$ cat config.mk
export PLATFORM = sky130hd
export DESIGN_NAME = serial_frame_lrc_crc_check
export DESIGN_NICKNAME = d
export VERILOG_FILES = /design/src/lrc_crc_pkg.sv /design/src/crc16_step.sv /design/src/serial_frame_lrc_crc_check.sv
export SDC_FILE = /design/constraint.sdc
export NUM_CORES = 1
export LEC_CHECK = 0
export BUFFER_PORTS_ARGS = -buffer_cell sky130_fd_sc_hd__clkbuf_2
export CELL_PAD_IN_SITES_DETAIL_PLACEMENT = 0
export CELL_PAD_IN_SITES_GLOBAL_PLACEMENT = 2
export CORE_ASPECT_RATIO = 1.1
export CORE_MARGIN = 8
export CORE_UTILIZATION = 37
export CTS_CLUSTER_DIAMETER = 150
export DETAILED_ROUTE_END_ITERATION = 16
export PLACE_DENSITY_LB_ADDON = 0.1
export SLEW_MARGIN = 20
export SYNTH_ARGS = -nofsm -noshare
export SYNTH_HDL_FRONTEND = slang
export SYNTH_HIERARCHICAL = 1
export SYNTH_SLANG_ARGS = --single-unit
$ cat constraint.sdc
create_clock -name clock_i -period 2.85 [get_ports clock_i]
set_input_delay 0.1425 -clock clock_i [delete_from_list [all_inputs] [get_ports clock_i]]
set_output_delay 0.1425 -clock clock_i [all_outputs]
set_load 0.01 [all_outputs]
$ cat src/lrc_crc_pkg.sv
// Overview of operation
// - longitudinal check is one 8-bit byte
// - transmit: compute check, append after covered bytes
// - receive: recompute, compare, flag mismatch
// - 8-bit sum, carries dropped, wraps through zero
// - colon and CR/LF never enter the sum (not filtered here: every accepted byte_i is summed)
// - final check is all-ones minus sum, plus one
// - two ASCII characters, high nibble first
// - cyclic check is one 16-bit two-byte value
// - receive: recompute cyclic check, flag mismatch
// - cyclic register preset to all ones per frame
// - only the eight data bits enter
// - byte XORed into low register byte first
// - shift right, zero fill, XOR fixed value on one
// - exactly eight steps per byte
// - final register is the value, no inversion
// - cyclic check sent low byte first
package lrc_crc_pkg;

  // ************************************************************
  // check constants
  // ************************************************************
  localparam logic [15:0] CRC_PRESET = 16'hffff;
  localparam logic [15:0] CRC_POLY = 16'ha001;
  localparam logic [7:0] LRC_PRESET = 8'h00;
  localparam logic [7:0] LRC_ALL_ONES = 8'hff;
  localparam logic [7:0] LRC_ONE = 8'h01;
  localparam logic [2:0] SHIFT_FIRST = 3'h0;
  localparam logic [2:0] SHIFT_LAST = 3'h7;

  // ************************************************************
  // hex character coding
  // ************************************************************
  localparam logic [7:0] ASCII_ZERO = 8'h30;
  localparam logic [7:0] ASCII_NINE = 8'h39;
  localparam logic [7:0] ASCII_UPPER_A = 8'h41;
  localparam logic [7:0] ASCII_UPPER_F = 8'h46;
  localparam logic [7:0] ASCII_LETTER_BASE = 8'h37;
  localparam logic [3:0] NIBBLE_TEN = 4'ha;

  typedef enum logic [2:0] {
    ST_IDLE  = 3'b000,
    ST_SHIFT = 3'b001,
    ST_SEND  = 3'b010,
    ST_RECV  = 3'b011
  } state_t;

  function automatic logic [7:0] hex_encode(input logic [3:0] nib);
    if (nib < NIBBLE_TEN) begin
      hex_encode = ASCII_ZERO + {4'h0, nib};
    end else begin
      hex_encode = ASCII_LETTER_BASE + {4'h0, nib};
    end
  endfunction : hex_encode

  function automatic logic hex_valid(input logic [7:0] ch);
    hex_valid = ((ch >= ASCII_ZERO) && (ch <= ASCII_NINE)) ||
                ((ch >= ASCII_UPPER_A) && (ch <= ASCII_UPPER_F));
  endfunction : hex_valid

  function automatic logic [3:0] hex_decode(input logic [7:0] ch);
    logic [7:0] v;
    v = (ch <= ASCII_NINE) ? (ch - ASCII_ZERO) : (ch - ASCII_LETTER_BASE);
    hex_decode = v[3:0];
  endfunction : hex_decode

endpackage : lrc_crc_pkg

$ cat src/crc16_step.sv
`timescale 1ns/1ns
module crc16_step (
  input wire logic [15:0] crc_i,
  output logic [15:0] crc_o
);
  import lrc_crc_pkg::*;

  // ************************************************************
  // one shift and conditional xor
  // ************************************************************
  always_comb begin
    crc_o = {1'b0, crc_i[15:1]};
    if (crc_i[0]) begin
      crc_o = crc_o ^ CRC_POLY;
    end
  end

endmodule : crc16_step

$ cat src/serial_frame_lrc_crc_check.sv
`timescale 1ns/1ns
module serial_frame_lrc_crc_check (
  input wire logic clock_i,
  input wire logic rst_i,
  input wire logic enable_i,
  input wire logic frame_start_i,
  input wire logic mode_ascii_i,
  input wire logic tx_dir_i,
  input wire logic byte_valid_i,
  input wire logic [7:0] byte_i,
  input wire logic frame_end_i,
  input wire logic tx_ready_i,
  input wire logic check_valid_i,
  input wire logic [7:0] check_byte_i,
  output logic byte_ready_o,
  output logic result_valid_o,
  output logic [7:0] lrc_o,
  output logic [15:0] crc_o,
  output logic tx_valid_o,
  output logic [7:0] tx_byte_o,
  output logic check_done_o,
  output logic check_error_o
);
  import lrc_crc_pkg::*;

  // ************************************************************
  // state
  // ************************************************************
  typedef struct packed {
    lrc_crc_pkg::state_t state;
    logic ascii;
    logic [7:0] sum;
    logic [15:0] crc;
    logic [2:0] count;
    logic [7:0] lrc;
    logic [15:0] crc_res;
    logic idx;
    logic [7:0] rx_first;
    logic ready;
    logic result_valid;
    logic tx_valid;
    logic [7:0] tx_byte;
    logic check_done;
    logic check_error;
  } regs_t;

  localparam regs_t REGS_RESET = '{
    state: ST_IDLE,
    ascii: 1'b0,
    sum: LRC_PRESET,
    crc: CRC_PRESET,
    count: SHIFT_FIRST,
    lrc: LRC_PRESET,
    crc_res: CRC_PRESET,
    idx: 1'b0,
    rx_first: 8'h00,
    ready: 1'b1,
    result_valid: 1'b0,
    tx_valid: 1'b0,
    tx_byte: 8'h00,
    check_done: 1'b0,
    check_error: 1'b0
  };

  regs_t q;
  regs_t d;
  logic [15:0] step_crc;
  logic [7:0] send_char;
  logic rx_mismatch;

  crc16_step u_step (
    .crc_i(q.crc),
    .crc_o(step_crc)
  );

  // ************************************************************
  // check field selection
  // ************************************************************
  always_comb begin
    send_char = 8'h00;
    rx_mismatch = 1'b0;
    if (q.ascii) begin
      send_char = q.idx ? hex_encode(q.lrc[3:0]) : hex_encode(q.lrc[7:4]);
      rx_mismatch = !hex_valid(q.rx_first) || !hex_valid(check_byte_i) ||
                    ({hex_decode(q.rx_first), hex_decode(check_byte_i)} != q.lrc);
    end else begin
      send_char = q.idx ? q.crc_res[15:8] : q.crc_res[7:0];
      rx_mismatch = {check_byte_i, q.rx_first} != q.crc_res;
    end
  end

  // ************************************************************
  // next state
  // ************************************************************
  always_comb begin
    d = q;
    d.result_valid = 1'b0;
    d.check_done = 1'b0;
    // data held until the partner takes it
    if (q.tx_valid && tx_ready_i) begin
      d.tx_valid = 1'b0;
    end
    unique case (q.state)
      ST_IDLE: begin
        if (frame_end_i) begin
          d.lrc = (LRC_ALL_ONES - q.sum) + LRC_ONE;
          d.crc_res = q.crc;
          d.result_valid = 1'b1;
          d.idx = 1'b0;
          d.check_error = 1'b0;
          d.state = tx_dir_i ? ST_SEND : ST_RECV;
        end else if (byte_valid_i) begin
          // partner strips the colon and line end before this port
          d.sum = q.sum + byte_i;
          d.crc = q.crc ^ {8'h00, byte_i};
          d.count = SHIFT_FIRST;
          d.state = ST_SHIFT;
        end
      end
      ST_SHIFT: begin
        d.crc = step_crc;
        d.count = q.count + 3'h1;
        if (q.count == SHIFT_LAST) begin
          d.state = ST_IDLE;
        end
      end
      ST_SEND: begin
        if (!q.tx_valid || tx_ready_i) begin
          d.tx_valid = 1'b1;
          d.tx_byte = send_char;
          d.idx = ~q.idx;
          if (q.idx) begin
            d.state = ST_IDLE;
          end
        end
      end
      ST_RECV: begin
        if (check_valid_i) begin
          if (!q.idx) begin
            d.rx_first = check_byte_i;
            d.idx = 1'b1;
          end else begin
            d.check_done = 1'b1;
            d.check_error = rx_mismatch;
            d.idx = 1'b0;
            d.state = ST_IDLE;
          end
        end
      end
      default: begin
        d.state = ST_IDLE;
      end
    endcase
    // frame start overrides state, sums, index and pending tx byte; a same-cycle result pulse still goes out
    if (frame_start_i) begin
      d.sum = LRC_PRESET;
      d.crc = CRC_PRESET;
      d.ascii = mode_ascii_i;
      d.idx = 1'b0;
      d.tx_valid = 1'b0;
      d.check_error = 1'b0;
      d.state = ST_IDLE;
    end
    d.ready = (d.state == ST_IDLE);
  end

  always_ff @(posedge clock_i) begin
    if (rst_i) begin
      q <= REGS_RESET;
    end else if (enable_i) begin
      q <= d;
    end
  end

  assign byte_ready_o = q.ready;
  assign result_valid_o = q.result_valid;
  assign lrc_o = q.lrc;
  assign crc_o = q.crc_res;
  assign tx_valid_o = q.tx_valid;
  assign tx_byte_o = q.tx_byte;
  assign check_done_o = q.check_done;
  assign check_error_o = q.check_error;

endmodule : serial_frame_lrc_crc_check
; After elaboration in Yosys (flattened, before gate mapping)
; Cells that the tools add are included.
[word_totals]
reg_bits = 77
latch_bits = 0
ramBits = 0
rom_bits = 0
in_bits = 26
output_inout_bits = 37
n_memories = 0
[classes]
n_addsub = 12
multipliers = 0
div_mod_pow = 0
n_lt_le_gt_ge = 10
n_eq_ne = 15
shift = 0
n_mux = 41
n_bitwise = 3
n_reduce_logical = 30
[op_table]
columns = operator, n
row1 = $mux 27, 2
row2 = $mux 8, 5
row3 = $pmux 19 s2, 1
row4 = $add 6x4->7 const A, 4
row5 = $mux 28, 1
row6 = $mux 9, 3
row7 = $mux 3, 6
row8 = $ne 3x3->1 const B, 6
row9 = $ge 8x6->1 const B, 2
row10 = $ge 8x7->1 const B, 2
row11 = $le 8x6->1 const B, 2
row12 = $le 8x7->1 const B, 2
row13 = $mux 16, 1
row14 = $ne 16x16->1, 1
row15 = $reduce_and 4->1, 4
row16 = $xor 16x8->16, 1
row17 = $mux 7, 2
row18 = $mux 1, 13
row19 = $pmux 3 s4, 1
row20 = $reduce_and 5->1, 2
row21 = $add 8x1->8 const B, 1
row22 = $add 8x8->8, 1
row23 = $lt 4x4->1 const B, 2
row24 = $mux 4, 2
row25 = other kinds (23), 44

; Longest topological paths before layout
; Gate-level depths: netlist of run 1.
[logic_depth]
word_depth = 11
mapped_depth = 9

; Hierarchy
; Netlist of run 1, hierarchy kept.
[by_module_without_submodules]
columns = module, n_inst, cells_per_inst, area_each_um2, seq_area_each_um2
row1 = serial_frame_lrc_crc_check, 1, 605, 4847.1, 1541.5
row2 = crc16_step, 1, 16, 122.6, 0.0

; Worst setup path before layout of run 1
; OpenSTA, ideal clock, no wires.
[synth_timing]
kind = reg-to-reg
from = register q[14] (netlist bit)
to = register q (netlist bit check_error_o)
setup_time_ns = 0.125
arrival_time_ns = 1.771
path_slack_ns = 0.954
path_stages_with_launch = 10
cell_sequence = dfxtp_1 clkbuf_1 inv_1 ha_1 o21bai_1 a21boi_2 nor2b_1 xnor2_1 nand3_1 o41a_1
[synth_between]
elab_chain_len = 11
word_cells_on_any_way = 20
classes_between = add/sub (2) / order compare (4) / eq/ne (2) / mux (6) / reduce/logical (6)
[synth_rtl]
columns = element, line
row1 = from (decl), serial_frame_lrc_crc_check.sv:65  ; regs_t q;
row2 = from (signal assigned), serial_frame_lrc_crc_check.sv:169  ; q <= REGS_RESET;
row3 = from (signal assigned), serial_frame_lrc_crc_check.sv:171  ; q <= d;
row4 = branches (longest 6 deep; another with $le 8x6->1), n/a
row5 = $mux 1 (*), serial_frame_lrc_crc_check.sv:82  ; if (q.ascii) begin
row6 = $mux 2 (*), serial_frame_lrc_crc_check.sv:139  ; if (!q.idx) begin
row7 = $mux 2 (*), serial_frame_lrc_crc_check.sv:138  ; if (check_valid_i) begin
row8 = $pmux 1 s2 (*), serial_frame_lrc_crc_check.sv:103  ; unique case (q.state)
row9 = $mux 1 (*), serial_frame_lrc_crc_check.sv:155  ; if (frame_start_i) begin
; Every way passes the cells marked *. The select of a mux whose other input is x is not followed.
; A chain may end at the register's enable or synchronous reset.

; Worst setup path in the final report of run 1
[layout_timing]
from = register q[74] (netlist bit)
to = register q[60] (netlist bit)
[layout_between]
elab_chain_len = 3
word_cells_on_any_way = 8
classes_between = eq/ne (3) / mux (2) / reduce/logical (3)
[layout_rtl]
columns = element, line
row1 = $eq 3x1->1 or $logic_not 3->1 (tied branches), serial_frame_lrc_crc_check.sv:103
row2 = $pmux 19 s2 (tied with other cells), serial_frame_lrc_crc_check.sv:103
row3 = $mux 28 or $reduce_and 4->1 (tied branches), n/a
; Several ways; a longest one is shown, not always the timed one.

==> flow_summary.toml, run 1 <==
[drt]
dr.pass1.iters = 5
first_iter_violations = 197
vias_per_cell = 5.28
drc = 0
wl_um = 13800
vias = 4150
ant_nets = 0
wire_per_inst_um = 17.6

[logic_synthesis]
ys_warn_count = 6
synth_largest_area_cell = "dfxtp_1"
synth_flop_cell = "dfxtp_1"
synth-seq-cells = 77
synth_top_area_share_pct = 31.0
ys_types = 61
synth_area_per_cell_um2 = 8.00
synth_area_um2 = 4970
netlist_top_cells_area = "dfxtp_1 31%, buf_4 6.9%, nand2_1 5.6%, a21oi_1 5.5%, ha_1 5.0%"
seq_area_frac_synth_pct = 31.0
synth_edf_count = 0
syn-num-nets = 668
synth-async-reset-ratio_pct = 0
syn_inst = 621

[global_routing]
antenna_found_initial = 0
grt_pass1_wl_um = 21900
grt_use_total_pct = 16.4
grt_pass1_vias = 4034
grt-ovfl-total = 0
grt_max_degree = 46

[clock_network]
clk_path_buf_depth = 2
cts_tree = "built"
clkLatencyLatePin_ns = 0.35
path_clk_slew_ns = 0.06
htreeDepth = 3
postCtsSetupBuffers = 0
clock-sinks = 77
ctsHoldBuffers = 0
cts-root-buf = "clkbuf_16"
cts-buffers-inserted = 9
cts.repair.resized = 0

[floorplanning]
die_w_um = 127
io_pins = 63
rows = 44
start_util_pct = 37.8
core_area_um2 = 13200
die_area_um2 = 17400
dieHeight_um = 138

[timing]
fin_setup_tns_ns = 0
fin_hold_ws_ns = 0.0858
drv_slew = 0
setup-violations-final = 0
period_share_pct = 79.1
slew_headroom_pct = 37.4
min_period_ns = 2.26
final-hold-violation-count = 0
fmax_mhz = 443
skew_ns = 0.00593
rsz0062_at_grt = "false"
worstMarginPinSlew_ns = 0.940

[min_path]
holdPathStages = 3
hp-class = "in2reg"

[worst_setup_path]
crit_arrival_ns = 2.49
critPathKind = "reg2reg"
r2r_cells = 4
path_max_fanout = 22
cp-startpoint = "q[74]$_SDFFE_PP0P_"
cp_data_required_time_ns = 3.09
crit_end = "q[60]$_SDFFE_PP1P_"
timing.rr.end = "q[60]$_SDFFE_PP1P_"
r2r_start = "q[74]$_SDFFE_PP0P_"
start_kind = "flop"
r2r_slack_ns = 0.59
setup.worst_path.end_class = "flop"

[final_layout]
drive_above_1_share_pct = 16.0
fillers = 1379
nets = 667
area_delta_synth_final_pct = 7.48
num_antenna_cells = 0

[power]
power_density_nw_per_um2 = 507
leakagePower_nw = 2.21
finalPower_mw = 2.71
irDropWorstVdd_mv = 0.255

[place]
post-dp-hpwl_um = 10500
port_buffers = 62
gp_congestion = 0.822

[job]
drv_cap = 0

[outcome]
status = "finished, final reports clean"
## layer usage
metal	wire length [µm]	GRT usage (%)	vias to the layer above
li1	-	-	2092
met1	6470	19.7	1971
met2	6460	27.6	72
met3	604	3.87	15
met4	277	6.82	0
met5	0	0	-
## per-stage QoR
step	instances	util, %	setup WS (ns)	instance area, µm²
floorplan	621	-	0.954	4970
global placement	770	38.3	0.674	5030
detailed placement	770	38.3	0.592	5030
CTS	786	40.6	0.584	5340
global route	786	40.6	0.373	5340
finish	786	40.6	0.595	5340
## power by group
group          internal [mW]  leakage (nW)  switching (mW)  total, mW
Clock                  0.690         0.141           0.501       1.19
Combinational          0.145          1.44           0.203      0.348
Sequential              1.11         0.626          0.0573       1.17
Total                   1.95          2.21           0.761       2.71
## cells in the final DEF, fill, tap and decap left out, types with 6 or more instances in the layout
cell type	count
clkbuf_16	9
ha_1	20
nor2_1	58
nand3b_1	18
or3_1	11
mux2i_1	21
xor2_1	27
nand3_1	11
inv_1	17
nor4_1	6
nor3_1	25
or2_1	8
clkbuf_2	62
o21ai_0	7
dfxtp_1	77
a21oi_1	55
nand2_1	74
o21bai_1	12
nor2b_1	8
buf_4	8
o21ai_1	7
xnor2_1	15
## how the worst min path moves through the flow
stage               slack [ns]                      start                   endpoint
finish                    0.09               mode_ascii_i         q[73]$_SDFFE_PP0P_
CTS                       0.08               mode_ascii_i         q[73]$_SDFFE_PP0P_
global placement          0.44  tx_byte_o[3]$_SDFFE_PP0P_  tx_byte_o[3]$_SDFFE_PP0P_
global route              0.09               mode_ascii_i         q[73]$_SDFFE_PP0P_
detailed placement        0.45  tx_byte_o[4]$_SDFFE_PP0P_  tx_byte_o[4]$_SDFFE_PP0P_
floorplan                 0.29            check_byte_i[0]         q[13]$_SDFFE_PP0P_
## critical path: stages, from the launching register on
cell and delay, ns:
dfxtp_1 0.60, and2_1 0.82, o21ai_1 0.37, nor3_1 0.26, o21bai_1 0.08
## logic make-up after synthesis
group,share of synthesized area (%)
multiplexers,6.72
buffers and inverters,11.6
AND/OR/NAND/NOR,23.8
AO/OA/AOI/OAI,14.0
XOR/XNOR,7.40
adder cells (fa/ha/maj),5.44
flip-flops,31.0
## Yosys cell counts (2+ instances only)
library cell,number
a32oi_1,4
nand2b_1,4
and2_1,2
nor2_1,58
a21oi_1,55
inv_2,2
nor2b_1,8
xnor2_1,15
and3_1,5
inv_1,17
buf_2,8
nand3b_1,18
o211ai_1,2
xor2_1,27
nand4_1,2
nand2_1,74
buf_4,46
mux2i_1,21
o21ai_1,7
a22oi_1,5
or3_1,11
nand3_1,11
mux4_2,5
ha_1,20
o31ai_1,3
o21ai_0,7
or2_1,8
clkbuf_1,24
o21bai_1,12
nor4_1,6
a211oi_1,4
dfxtp_1,77
nor3_1,25
## final cells by class
type	count	area, µm²	area share (%)
Sequential cell	77	1540	28.9
Inverter	19	71.3	1.34
Timing Repair Buffer	70	370	6.93
Tap cell	161	201	3.77
Multi-Input combinational cell	443	2850	53.4
Clock buffer	9	225	4.22
Clock inverter	7	81.3	1.52
## registers in the layout (all words and copies together), names as in the netlist
register        flops
byte_ready_o        1
check_done_o        1
check_error_o       1
crc_o              16
lrc_o               8
q                  40
result_valid_o      1
tx_byte_o           8
tx_valid_o          1
(Power assumes the default switching activity.)
==> run 2, diff against run 1 <==
- CORE_UTILIZATION: 37 -> 35
- clock period: 2.85 -> 2.17 ns (I/O delays scaled with it)
==> run 2 against run 1 <==
Effect of this change: non-clock buffer count is 18 higher; setup slack worse by 0.41 ns; via count hardly changed; largest cell class unchanged; sequential power is 31% higher; first-iteration DRC count is 19% lower; critical path depth is 4 higher; clock-buffer cell count is 4 higher; flip-flop and latch count stayed put; critical endpoint is now check_error_o$_SDFFE_PP0P_; wire length is 5.3% higher; cell area is 3.4% higher.
==> flow_summary.toml, run 2 (synthesis gave the netlist of run 1 again) <==
[timing]
skew_ns = 0.00638
fin_setup_tns_ns = 0
setup-violations-final = 0
rsz0062_at_grt = "false"
final-hold-violation-count = 0
drv_slew = 0
fmax_mhz = 503
slew_headroom_pct = 62.3
period_share_pct = 91.5
worstMarginPinSlew_ns = 0.565
min_period_ns = 1.99

[final_layout]
multi_input_area_um2 = 2860
area_delta_synth_final_pct = 11.1
fin_util_pct = 39.9
regMostFlops = "q"
postLayoutCellArea_um2 = 5520
final_cell_mix = "76 x dfxtp_1, 74 x nand2_1, 62 x clkbuf_2"
largest_reg_flops = 40
num_antenna_cells = 0
fillers = 1506
drive_above_1_share_pct = 18.3
seqCellArea_um2 = 1540
nets = 685
layout_commonest_cell = "dfxtp_1"

[drt]
wl_um = 14600
vias = 4149
dr.pass1.iters = 4
highest_layer = "met4"
wire_per_inst_um = 17.6
drc = 0
wl_met3_um = 583
first_iter_violations = 160
route.met2.wl_um = 7000
vias_per_cell = 5.00
ant_nets = 0
wl_met1_um = 6740

[clock_network]
clock-sinks = 77
path_clk_slew_ns = 0.06
clk_path_buf_depth = 2
cts-buffers-inserted = 9
ctsHoldBuffers = 0
cts_tree = "built"
cts.repair.resized = 0
postCtsSetupBuffers = 0
htreeDepth = 3
clkLatencyLatePin_ns = 0.34
cts-root-buf = "clkbuf_16"

[floorplanning]
core_area_um2 = 13900
io_pins = 63
die_w_um = 130
die_area_um2 = 18300
dieHeight_um = 141
rows = 45
start_util_pct = 35.9

[worst_setup_path]
crit_arrival_ns = 2.21
path_max_fanout = 8
r2r_cells = 8
timing.rr.end = "check_error_o$_SDFFE_PP0P_"
cp_data_required_time_ns = 2.39
r2r_slack_ns = 0.18
setup.worst_path.end_class = "flop"
start_kind = "flop"
critPathKind = "reg2reg"
r2r_start = "q[13]$_SDFFE_PP0P_"

[global_routing]
grt_use_total_pct = 16.3
antenna_found_initial = 0
grt_pass1_vias = 4088
grt_pass1_wl_um = 22900
grt-ovfl-total = 0
grt_max_degree = 55

[power]
leakagePower_nw = 2.31
finalPower_mw = 3.58
irDropWorstVdd_mv = 0.440
power_density_nw_per_um2 = 649

[min_path]
hp-class = "in2reg"
worstHoldStart = "mode_ascii_i"
holdPathStages = 3
min_to = "q[73]$_SDFFE_PP0P_"

[place]
post_dp_cell_area_um2 = 5220
gp_congestion = 0.829
post-dp-hpwl_um = 10900
port_buffers = 62

[outcome]
status = "finished, final reports clean"

[job]
drv_cap = 0
## run 2: how the worst max path moves through the flow
stage / startpoint / end / slack [ns]
floorplan: q[14]$_SDFFE_PP0P_ / check_error_o$_SDFFE_PP0P_ / 0.27
global placement: q[66]$_SDFFE_PP0P_ / q[72]$_SDFFE_PP0P_ / 0.20
detailed placement: q[14]$_SDFFE_PP0P_ / check_error_o$_SDFFE_PP0P_ / 0.17
CTS: q[14]$_SDFFE_PP0P_ / check_error_o$_SDFFE_PP0P_ / 0.16
global route: q[13]$_SDFFE_PP0P_ / check_error_o$_SDFFE_PP0P_ / 0.009
finish: q[13]$_SDFFE_PP0P_ / check_error_o$_SDFFE_PP0P_ / 0.18
## run 2: layer usage
layer  GRT usage [%]  up-vias
met4            5.14        0
met2            27.1       69
li1                -     2119
met5               0        -
met1            20.5     1946
met3            3.62       15
## run 2: layout make-up
type | instances | area share, %
Clock buffer | 13 | 4.89
Clock inverter | 1 | 0.544
Inverter | 19 | 1.29
Multi-Input combinational cell | 443 | 51.7
Sequential cell | 77 | 27.9
Tap cell | 188 | 4.26
Timing Repair Buffer | 88 | 9.38
## run 2: per-stage QoR
step	hold slack, ns	setup slack, ns	std cells
floorplan	0.256	0.274	621
global placement	0.426	0.204	815
detailed placement	0.429	0.172	815
CTS	0.0682	0.157	829
global route	0.0621	0.00931	829
finish	0.0617	0.183	829
## run 2: report_power, final
group          switching [mW]  internal, mW
registers              0.0708          1.46
logic                   0.281         0.208
clock network           0.590         0.973
total                   0.942          2.64
## run 2: critical path, cell delays in order, from the launching register on
cell and delay (ns):
dfxtp_1 0.51, inv_1 0.14, ha_1 0.24, o21bai_1 0.17
a21boi_2 0.10, nor2b_1 0.14, xnor2_1 0.13, nand3_1 0.09
o41a_1 0.36
